===== src/rtl/rtcdm_pkg.sv =====
// rtcdm_pkg: constants for the date register and interrupt mask block
// assumes: 32-bit AXI4-Lite byte addresses, one aligned word per register
//
// What this block does
// - hundreds_of_years_field takes BCD 19-20 gregorian or 13-14 persian
// - year field takes any two-digit BCD value 00 through 99
// - month field takes BCD values 01 through 12
// - day-of-week takes BCD 1 through 7, meaning left to software
// - day-of-month field takes BCD values 01 through 31
// - multi-digit fields keep units in low nibble, tens above
// - undefined date register bits read back as zero
// - update_grant_irq_mask reads 1 while update-acknowledge interrupt enabled
// - alarm_irq_mask reads 1 while alarm interrupt enabled
// - one_hz_tick_irq_mask reads 1 while once-per-second interrupt enabled
// - clock_event_irq_mask reads 1 while time-event interrupt enabled
// - date_event_irq_mask reads 1 while date-event interrupt enabled

package rtcdm_pkg;

    // ------------------------------------------------------------
    // register byte addresses
    // ------------------------------------------------------------
    localparam logic [31:0] ADDR_DATE_SETTING = 32'h400E146C;
    localparam logic [31:0] ADDR_CAL_CTRL = 32'h400E1470;
    localparam logic [31:0] ADDR_IRQ_ENABLE_SET = 32'h400E1480;
    localparam logic [31:0] ADDR_IRQ_ENABLE_CLR = 32'h400E1484;
    localparam logic [31:0] ADDR_IRQ_ENABLE_VIEW = 32'h400E1488;
    localparam logic [31:0] ADDR_IRQ_STATUS = 32'h400E148C;

    // ------------------------------------------------------------
    // date_setting field positions
    // ------------------------------------------------------------
    localparam int HUNDREDS_OF_YEARS_FIELD_LSB = 0;
    localparam int HUNDREDS_OF_YEARS_FIELD_MSB = 6;
    localparam int YEAR_LSB = 8;
    localparam int YEAR_MSB = 15;
    localparam int MONTH_LSB = 16;
    localparam int MONTH_MSB = 20;
    localparam int WDAY_LSB = 21;
    localparam int WDAY_MSB = 23;
    localparam int MDAY_LSB = 24;
    localparam int MDAY_MSB = 29;
    localparam logic [31:0] DATE_FIELD_MASK = 32'h3FFFFF7F;

    // ------------------------------------------------------------
    // legal BCD ranges
    // ------------------------------------------------------------
    localparam logic [7:0] HUNDREDS_OF_YEARS_FIELD_GREG_LO = 8'h19;
    localparam logic [7:0] HUNDREDS_OF_YEARS_FIELD_GREG_HI = 8'h20;
    localparam logic [7:0] HUNDREDS_OF_YEARS_FIELD_PERS_LO = 8'h13;
    localparam logic [7:0] HUNDREDS_OF_YEARS_FIELD_PERS_HI = 8'h14;
    localparam logic [7:0] YEAR_LO = 8'h00;
    localparam logic [7:0] YEAR_HI = 8'h99;
    localparam logic [7:0] MONTH_LO = 8'h01;
    localparam logic [7:0] MONTH_HI = 8'h12;
    localparam logic [7:0] WDAY_LO = 8'h01;
    localparam logic [7:0] WDAY_HI = 8'h07;
    localparam logic [7:0] MDAY_LO = 8'h01;
    localparam logic [7:0] MDAY_HI = 8'h31;

    // ------------------------------------------------------------
    // reset values
    // ------------------------------------------------------------
    localparam logic [31:0] DATE_RESET = 32'h01210020;
    localparam logic [4:0] IRQ_ENABLE_RESET = 5'h00;
    localparam logic [4:0] IRQ_STATUS_RESET = 5'h00;
    localparam logic CAL_PERSIAN_RESET = 1'b0;

    // ------------------------------------------------------------
    // interrupt bit positions, shared by mask and status
    // ------------------------------------------------------------
    localparam int IRQ_NUM = 5;
    localparam int IRQ_UPDATE_GRANT = 0;
    localparam int IRQ_ALARM = 1;
    localparam int IRQ_ONE_HZ_TICK = 2;
    localparam int IRQ_CLOCK_EVENT = 3;
    localparam int IRQ_DATE_EVENT = 4;
    localparam int CAL_PERSIAN_BIT = 0;

    // ------------------------------------------------------------
    // bus responses
    // ------------------------------------------------------------
    localparam logic [1:0] RESP_OKAY = 2'h0;
    localparam logic [1:0] RESP_SLVERR = 2'h2;

endpackage : rtcdm_pkg


===== src/rtl/rtcdm_date_check.sv =====
// rtcdm_date_check: legality test of a candidate date_setting word
// assumes: purely combinational, fed from the bus write path
`timescale 1ns/1ps
`default_nettype none

module rtcdm_date_check (
    input wire logic [31:0] date_word,
    input wire logic persian_mode,
    output logic date_ok
);

    // ------------------------------------------------------------
    // bcd digit and range test
    // ------------------------------------------------------------
    function automatic logic bcd_in_range(
        input logic [7:0] v,
        input logic [7:0] lo,
        input logic [7:0] hi
    );
        bcd_in_range = (v[3:0] <= 4'h9) && (v[7:4] <= 4'h9) && (v >= lo) && (v <= hi);
    endfunction : bcd_in_range

    logic [7:0] hundreds_of_years_field_v;
    logic [7:0] year_v;
    logic [7:0] month_v;
    logic [7:0] wday_v;
    logic [7:0] mday_v;
    logic hundreds_of_years_field_ok;

    // units in low nibble, tens above
    assign hundreds_of_years_field_v = {1'b0, date_word[rtcdm_pkg::HUNDREDS_OF_YEARS_FIELD_MSB:rtcdm_pkg::HUNDREDS_OF_YEARS_FIELD_LSB]};
    assign year_v = date_word[rtcdm_pkg::YEAR_MSB:rtcdm_pkg::YEAR_LSB];
    assign month_v = {3'h0, date_word[rtcdm_pkg::MONTH_MSB:rtcdm_pkg::MONTH_LSB]};
    assign wday_v = {5'h00, date_word[rtcdm_pkg::WDAY_MSB:rtcdm_pkg::WDAY_LSB]};
    assign mday_v = {2'h0, date_word[rtcdm_pkg::MDAY_MSB:rtcdm_pkg::MDAY_LSB]};

    assign hundreds_of_years_field_ok = persian_mode ?
        bcd_in_range(hundreds_of_years_field_v, rtcdm_pkg::HUNDREDS_OF_YEARS_FIELD_PERS_LO, rtcdm_pkg::HUNDREDS_OF_YEARS_FIELD_PERS_HI) :
        bcd_in_range(hundreds_of_years_field_v, rtcdm_pkg::HUNDREDS_OF_YEARS_FIELD_GREG_LO, rtcdm_pkg::HUNDREDS_OF_YEARS_FIELD_GREG_HI);

    assign date_ok = hundreds_of_years_field_ok
        && bcd_in_range(year_v, rtcdm_pkg::YEAR_LO, rtcdm_pkg::YEAR_HI)
        && bcd_in_range(month_v, rtcdm_pkg::MONTH_LO, rtcdm_pkg::MONTH_HI)
        && bcd_in_range(wday_v, rtcdm_pkg::WDAY_LO, rtcdm_pkg::WDAY_HI)
        && bcd_in_range(mday_v, rtcdm_pkg::MDAY_LO, rtcdm_pkg::MDAY_HI);

endmodule : rtcdm_date_check

`default_nettype wire


===== src/rtl/rtcdm_top.sv =====
// rtcdm_top: date register, interrupt enables, sticky status, AXI4-Lite slave
// assumes: one master, one write and one read at a time, events are one-cycle pulses
//
// Implementation choice: the AXI4-Lite register port.
`timescale 1ns/1ps
`default_nettype none

module rtcdm_top (
    input wire logic aclk,
    input wire logic aresetn,
    input wire logic [31:0] s_axi_awaddr,
    input wire logic [2:0] s_axi_awprot,
    input wire logic s_axi_awvalid,
    output logic s_axi_awready,
    input wire logic [31:0] s_axi_wdata,
    input wire logic [3:0] s_axi_wstrb,
    input wire logic s_axi_wvalid,
    output logic s_axi_wready,
    output logic [1:0] s_axi_bresp,
    output logic s_axi_bvalid,
    input wire logic s_axi_bready,
    input wire logic [31:0] s_axi_araddr,
    input wire logic [2:0] s_axi_arprot,
    input wire logic s_axi_arvalid,
    output logic s_axi_arready,
    output logic [31:0] s_axi_rdata,
    output logic [1:0] s_axi_rresp,
    output logic s_axi_rvalid,
    input wire logic s_axi_rready,
    input wire logic update_grant_event,
    input wire logic alarm_event,
    input wire logic one_hz_tick_event,
    input wire logic clock_event,
    input wire logic date_event,
    output logic [31:0] date_value,
    output logic irq
);

    // ------------------------------------------------------------
    // state
    // ------------------------------------------------------------
    logic [31:0] date_r;
    logic persian_r;
    logic [rtcdm_pkg::IRQ_NUM-1:0] irq_enable_r;
    logic [rtcdm_pkg::IRQ_NUM-1:0] irq_status_r;
    logic [rtcdm_pkg::IRQ_NUM-1:0] irq_status_nxt;
    logic [rtcdm_pkg::IRQ_NUM-1:0] irq_events;
    logic [31:0] awaddr_r;
    logic aw_held_r;
    logic [31:0] wdata_r;
    logic [3:0] wstrb_r;
    logic w_held_r;
    logic bvalid_r;
    logic [1:0] bresp_r;
    logic rvalid_r;
    logic [1:0] rresp_r;
    logic [31:0] rdata_r;
    logic irq_r;

    logic aw_take;
    logic w_take;
    logic wr_go;
    logic ar_take;
    logic [31:0] date_merged;
    logic date_ok;
    logic status_read_clear;
    logic [31:0] rd_value;
    logic rd_mapped;
    logic wr_mapped;

    // ------------------------------------------------------------
    // address decode
    // ------------------------------------------------------------
    function automatic logic addr_mapped(input logic [31:0] a);
        addr_mapped = (a == rtcdm_pkg::ADDR_DATE_SETTING)
            || (a == rtcdm_pkg::ADDR_CAL_CTRL)
            || (a == rtcdm_pkg::ADDR_IRQ_ENABLE_SET)
            || (a == rtcdm_pkg::ADDR_IRQ_ENABLE_CLR)
            || (a == rtcdm_pkg::ADDR_IRQ_ENABLE_VIEW)
            || (a == rtcdm_pkg::ADDR_IRQ_STATUS);
    endfunction : addr_mapped

    function automatic logic [31:0] strb_merge(
        input logic [31:0] old_v,
        input logic [31:0] new_v,
        input logic [3:0] strb
    );
        logic [31:0] m;
        m = old_v;
        for (int i = 0; i < 4; i++) begin
            if (strb[i]) begin
                m[i*8 +: 8] = new_v[i*8 +: 8];
            end
        end
        strb_merge = m;
    endfunction : strb_merge

    // ------------------------------------------------------------
    // write channel handshakes
    // ------------------------------------------------------------
    assign s_axi_awready = !aw_held_r && !bvalid_r;
    assign s_axi_wready = !w_held_r && !bvalid_r;
    assign aw_take = s_axi_awvalid && s_axi_awready;
    assign w_take = s_axi_wvalid && s_axi_wready;
    assign wr_go = aw_held_r && w_held_r && !bvalid_r;
    assign wr_mapped = addr_mapped(awaddr_r);

    always_ff @(posedge aclk) begin
        if (!aresetn) begin
            aw_held_r <= 1'b0;
            awaddr_r <= 32'h00000000;
        end else if (aw_take) begin
            aw_held_r <= 1'b1;
            awaddr_r <= s_axi_awaddr;
        end else if (wr_go) begin
            aw_held_r <= 1'b0;
        end
    end

    always_ff @(posedge aclk) begin
        if (!aresetn) begin
            w_held_r <= 1'b0;
            wdata_r <= 32'h00000000;
            wstrb_r <= 4'h0;
        end else if (w_take) begin
            w_held_r <= 1'b1;
            wdata_r <= s_axi_wdata;
            wstrb_r <= s_axi_wstrb;
        end else if (wr_go) begin
            w_held_r <= 1'b0;
        end
    end

    always_ff @(posedge aclk) begin
        if (!aresetn) begin
            bvalid_r <= 1'b0;
            bresp_r <= rtcdm_pkg::RESP_OKAY;
        end else if (wr_go) begin
            bvalid_r <= 1'b1;
            bresp_r <= wr_mapped ? rtcdm_pkg::RESP_OKAY : rtcdm_pkg::RESP_SLVERR;
        end else if (s_axi_bready) begin
            bvalid_r <= 1'b0;
        end
    end

    assign s_axi_bvalid = bvalid_r;
    assign s_axi_bresp = bresp_r;

    // ------------------------------------------------------------
    // date register
    // ------------------------------------------------------------
    assign date_merged = strb_merge(date_r, wdata_r, wstrb_r) & rtcdm_pkg::DATE_FIELD_MASK;

    rtcdm_date_check u_check (
        .date_word(date_merged),
        .persian_mode(persian_r),
        .date_ok(date_ok)
    );

    // illegal candidates leave the stored date untouched
    always_ff @(posedge aclk) begin
        if (!aresetn) begin
            date_r <= rtcdm_pkg::DATE_RESET;
        end else if (wr_go && awaddr_r == rtcdm_pkg::ADDR_DATE_SETTING && date_ok) begin
            date_r <= date_merged;
        end
    end

    assign date_value = date_r;

    // ------------------------------------------------------------
    // calendar selection
    // ------------------------------------------------------------
    always_ff @(posedge aclk) begin
        if (!aresetn) begin
            persian_r <= rtcdm_pkg::CAL_PERSIAN_RESET;
        end else if (wr_go && awaddr_r == rtcdm_pkg::ADDR_CAL_CTRL && wstrb_r[0]) begin
            persian_r <= wdata_r[rtcdm_pkg::CAL_PERSIAN_BIT];
        end
    end

    // ------------------------------------------------------------
    // interrupt enables, set and clear ports
    // ------------------------------------------------------------
    always_ff @(posedge aclk) begin
        if (!aresetn) begin
            irq_enable_r <= rtcdm_pkg::IRQ_ENABLE_RESET;
        end else if (wr_go && wstrb_r[0]) begin
            if (awaddr_r == rtcdm_pkg::ADDR_IRQ_ENABLE_SET) begin
                irq_enable_r <= irq_enable_r | wdata_r[rtcdm_pkg::IRQ_NUM-1:0];
            end else if (awaddr_r == rtcdm_pkg::ADDR_IRQ_ENABLE_CLR) begin
                irq_enable_r <= irq_enable_r & ~wdata_r[rtcdm_pkg::IRQ_NUM-1:0];
            end
        end
    end

    // ------------------------------------------------------------
    // sticky status, cleared by read, set wins
    // ------------------------------------------------------------
    assign irq_events[rtcdm_pkg::IRQ_UPDATE_GRANT] = update_grant_event;
    assign irq_events[rtcdm_pkg::IRQ_ALARM] = alarm_event;
    assign irq_events[rtcdm_pkg::IRQ_ONE_HZ_TICK] = one_hz_tick_event;
    assign irq_events[rtcdm_pkg::IRQ_CLOCK_EVENT] = clock_event;
    assign irq_events[rtcdm_pkg::IRQ_DATE_EVENT] = date_event;

    assign status_read_clear = ar_take && (s_axi_araddr == rtcdm_pkg::ADDR_IRQ_STATUS);

    // events are recorded whatever the enables say
    assign irq_status_nxt = (status_read_clear ? rtcdm_pkg::IRQ_STATUS_RESET : irq_status_r)
        | irq_events;

    always_ff @(posedge aclk) begin
        if (!aresetn) begin
            irq_status_r <= rtcdm_pkg::IRQ_STATUS_RESET;
        end else begin
            irq_status_r <= irq_status_nxt;
        end
    end

    always_ff @(posedge aclk) begin
        if (!aresetn) begin
            irq_r <= 1'b0;
        end else begin
            irq_r <= |(irq_status_nxt & irq_enable_r);
        end
    end

    assign irq = irq_r;

    // ------------------------------------------------------------
    // read channel
    // ------------------------------------------------------------
    assign s_axi_arready = !rvalid_r;
    assign ar_take = s_axi_arvalid && s_axi_arready;
    assign rd_mapped = addr_mapped(s_axi_araddr);

    always_comb begin
        rd_value = 32'h00000000;
        unique case (s_axi_araddr)
            rtcdm_pkg::ADDR_DATE_SETTING: begin
                rd_value = date_r & rtcdm_pkg::DATE_FIELD_MASK;
            end
            rtcdm_pkg::ADDR_CAL_CTRL: begin
                rd_value[rtcdm_pkg::CAL_PERSIAN_BIT] = persian_r;
            end
            rtcdm_pkg::ADDR_IRQ_ENABLE_VIEW: begin
                rd_value[rtcdm_pkg::IRQ_NUM-1:0] = irq_enable_r;
            end
            rtcdm_pkg::ADDR_IRQ_STATUS: begin
                rd_value[rtcdm_pkg::IRQ_NUM-1:0] = irq_status_r;
            end
            default: begin
                rd_value = 32'h00000000;
            end
        endcase
    end

    always_ff @(posedge aclk) begin
        if (!aresetn) begin
            rvalid_r <= 1'b0;
            rdata_r <= 32'h00000000;
            rresp_r <= rtcdm_pkg::RESP_OKAY;
        end else if (ar_take) begin
            rvalid_r <= 1'b1;
            rdata_r <= rd_value;
            rresp_r <= rd_mapped ? rtcdm_pkg::RESP_OKAY : rtcdm_pkg::RESP_SLVERR;
        end else if (s_axi_rready) begin
            rvalid_r <= 1'b0;
        end
    end

    assign s_axi_rvalid = rvalid_r;
    assign s_axi_rdata = rdata_r;
    assign s_axi_rresp = rresp_r;

endmodule : rtcdm_top

`default_nettype wire


===== config.mk =====
export PLATFORM = sky130hd
export DESIGN_NAME = rtcdm_top
export DESIGN_NICKNAME = d
export VERILOG_FILES = /design/src/rtl/rtcdm_pkg.sv /design/src/rtl/rtcdm_date_check.sv /design/src/rtl/rtcdm_top.sv
export SDC_FILE = /design/constraint.sdc
export NUM_CORES = 1
export LEC_CHECK = 0
export ABC_CLOCK_PERIOD_IN_PS = 2700
export BUFFER_PORTS_ARGS = -buffer_cell sky130_fd_sc_hd__buf_2
export CAP_MARGIN = 40
export CORE_MARGIN = 2
export CORE_UTILIZATION = 51
export CTS_BUF_LIST = sky130_fd_sc_hd__clkbuf_16
export DETAILED_ROUTE_END_ITERATION = 7
export PLACE_DENSITY = 0.81
export SYNTH_ARGS = -nofsm -noshare
export SYNTH_HDL_FRONTEND = slang
export SYNTH_SLANG_ARGS = --single-unit

===== constraint.sdc =====
create_clock -name aclk -period 2.7 [get_ports aclk]
set_clock_uncertainty 0.2 [all_clocks]
set_input_delay 0.135 -clock aclk [delete_from_list [all_inputs] [get_ports aclk]]
set_output_delay 0.135 -clock aclk [all_outputs]
set_load 0.02 [all_outputs]

==> metrics.txt <==
clk buf depth=2; Worst-Skew Late Latency=around 0.42 ns; type of the most critical hold path=input port to register; IO Count=192; ant diodes=0; die footprint=0.01268 mm^2; placed cell count=1011; hpwl dp=11370 um; hold path depth=6; chip height=112.6 um; FF+latch area=between 0.002 and 0.003 mm^2; sequential-to-total area share from yosys stat=0.4692; Area Growth Syn to Fin=38.37%; H-tree levels=4; fmax=just under 400 MHz; Multi-input gate area=0.002913 mm^2; commonest non-fill, non-tap cells in the layout=nand2_1 (194), buf_2 (174), dfxtp_1 (140); global-route wire length before repair=29600 um; largest net degree at the start of global routing=57; Crit Path Max Fanout=12; Area contributors post-synth=dfxtp_1 (47%), nand2_1 (12%), a21oi_1 (6.7%); share of the synthesized area in the top cell type=0.4692; Cell Chain, Critical Path=nor3b_1 > o221ai_1 > a32oi_1 > nand4_4 > nor3_4 > mux2i_1; Critical Path Max Stage Delay=0.54 ns; Period minus WS final=2.538 ns; final hold viol count=0; multiplexer share of the synthesized area=0.06052; Syn Inst Count=724; TritonCTS clock tree=built; Yosys cell types=59; DRC=0; mean routed wirelength per cell=16.29 um; Max-slew headroom=0.6283; Chip Width=112.6 um; Vias/cell=5.508; Worst path slowest cell=dfxtp_1; GRT Residual Overflow=0; unrepaired setup endpoints after global routing=false; clock buffer count from CTS=17; Util after Layout=0.7259; MaxCap Viol Count=0; commonest non-fill, non-tap cell in the layout=nand2_1; Synth Area in Compound Gates=0.1562; critical path endpoint category=register; EDFF count, synth=0; GRT Overall Usage=0.2898; vias in the first global route=6157; CP Class=register to register; Async SR Flop Fraction=0; fin nets=roughly 1100; DR pass1 iterations=5; setup TNS=0 ns; CP startpoint kind=register; ANT nets after route=0; Worst EP arrival=2.67 ns; initial antenna violation count=0; Syn Area/Cell=8.309 um^2; adder-cell area share of the yosys netlist=0; Filler cells=approximately 820; largest family of logic cells by synthesized area=simple AND/OR/NAND/NOR gates; Clock Tree Root=clkbuf_16; Vias=6158; Post-Synth XOR/XNOR Area=0; Worst-Margin Slew=between 0.5 and 0.6 ns; CP Data Required Time=2.83 ns; CTS Sinks=141; routability cong.=0.8588; Initial Util=0.5246; simple-gate portion of the synthesized area=0.2614; Setup Fix Bufs, Post-CTS=0; status=finished clean; Primary FF master, synth=dfxtp_1; Leak=3.490 nW; pwr dens=622.5 mW/mm^2; Syn. warnings=0; R2R depth=6; share of layout cells above drive strength 1=0.2451; num rows=39; Max Slew Vio Count=0; cell area after synthesis=0.006016 mm^2; Starting DRT DRC Count=527; Non-Filler Instances=1118; clock-pin transition on the worst setup and hold timing paths=0.06 ns; I/O Buffers=between 150 and 200; core box area=approximately 0.011 mm^2; Seq cells post-synth=141; final setup fails=0; VDD IR max=around 0.5 mV; final WL=~18000 um; dominant cell type by area after synthesis=dfxtp_1; period utilization=0.9399
==> cells in the mapped netlist (5+ instances only) <==
library cell  instances
inv_1                12
o211ai_1              7
nand4_1               8
dfxtp_1             141
nand2_1             194
nor4_1               14
nand2b_1              8
mux2i_1              33
a22oi_1              28
nor4b_1               5
a21oi_1              80
nand3_1               6
clkbuf_1             35
buf_4                11
o21ai_0              19
nor2_1               48
==> worst max-delay path, delay by kind of cell, from the launching register on <==
family	cells	cell delay [ns]
compound gates	2	0.49
flops	1	0.54
mux	1	0.26
simple gates	3	0.96
==> registers in the layout (all words and copies together), names as in the netlist, 4 cells and up, named ones only <==
name / count
wstrb_r: 4
irq_status_r: 5
date_value: 29
s_axi_rdata: 29
awaddr_r: 32
wdata_r: 29
==> through the flow <==
step / power [W] / hold WS [ns] / setup slack [ns] / cell area [um^2]
6_report: 0.005182 / 0.005348 / 0.1622 / 8324
5_1_grt: 0.005345 / 0.03710 / 0.0008467 / 8324
4_1_cts: 0.005165 / 0.0002611 / 0.07809 / 8317
3_5_place_dp: 0.002669 / 0.1723 / 0.1566 / 6942
3_3_place_gp: 0.002659 / 0.1650 / 0.2535 / 6942
2_1_floorplan: 0.002517 / 0.05243 / 0.4249 / 6042
==> layout make-up <==
class,count,share of cell area
sequential,141,0.3392
tap,143,0.02149
timing repair buffer,264,0.2083
clock buffer,17,0.05110
multi-input combinational,525,0.3499
clock inverter,15,0.02390
inverter,13,0.006012
==> final timing paths <==
check | startpoint | end | slack [ns]
max reg2reg | wstrb_r[2] | date_value[29] | 0.16
min reg2reg | awaddr_r[0] | awaddr_r[0] | 0.25
min | s_axi_araddr[20] | s_axi_rdata[0] | 0.005
max | wstrb_r[2] | date_value[29] | 0.16
==> what timing repair did <==
action                                 CTS  global route
setup endpoints to repair                0            15
endpoints found under the hold margin   75             0
hold buffers                            75             0
gates resized for setup                  0             2
==> logic make-up after synthesis <==
logic type,after synthesis
flip-flops,141
multiplexers,36
buffers and inverters,65
AO/OA/AOI/OAI,155
other,1
AND/OR/NAND/NOR,326
==> routing by layer <==
metal  part of all wire  up-vias  GRT usage
met5                  0        -          0
met4              0.022        0     0.1008
met3              0.073       45    0.07613
met2               0.49      256     0.4954
met1               0.41     2884     0.3534
li1                   -     2973          -
==> power breakdown <==
| part | switching, W | internal [W] |
|---|---|---|
| clock | 0.000906 | 0.00154 |
| sequential | 0.0000735 | 0.00216 |
| combinational | 0.000269 | 0.000230 |
| total | 0.00125 | 0.00393 |
Power figures use the tool's default switching activity.
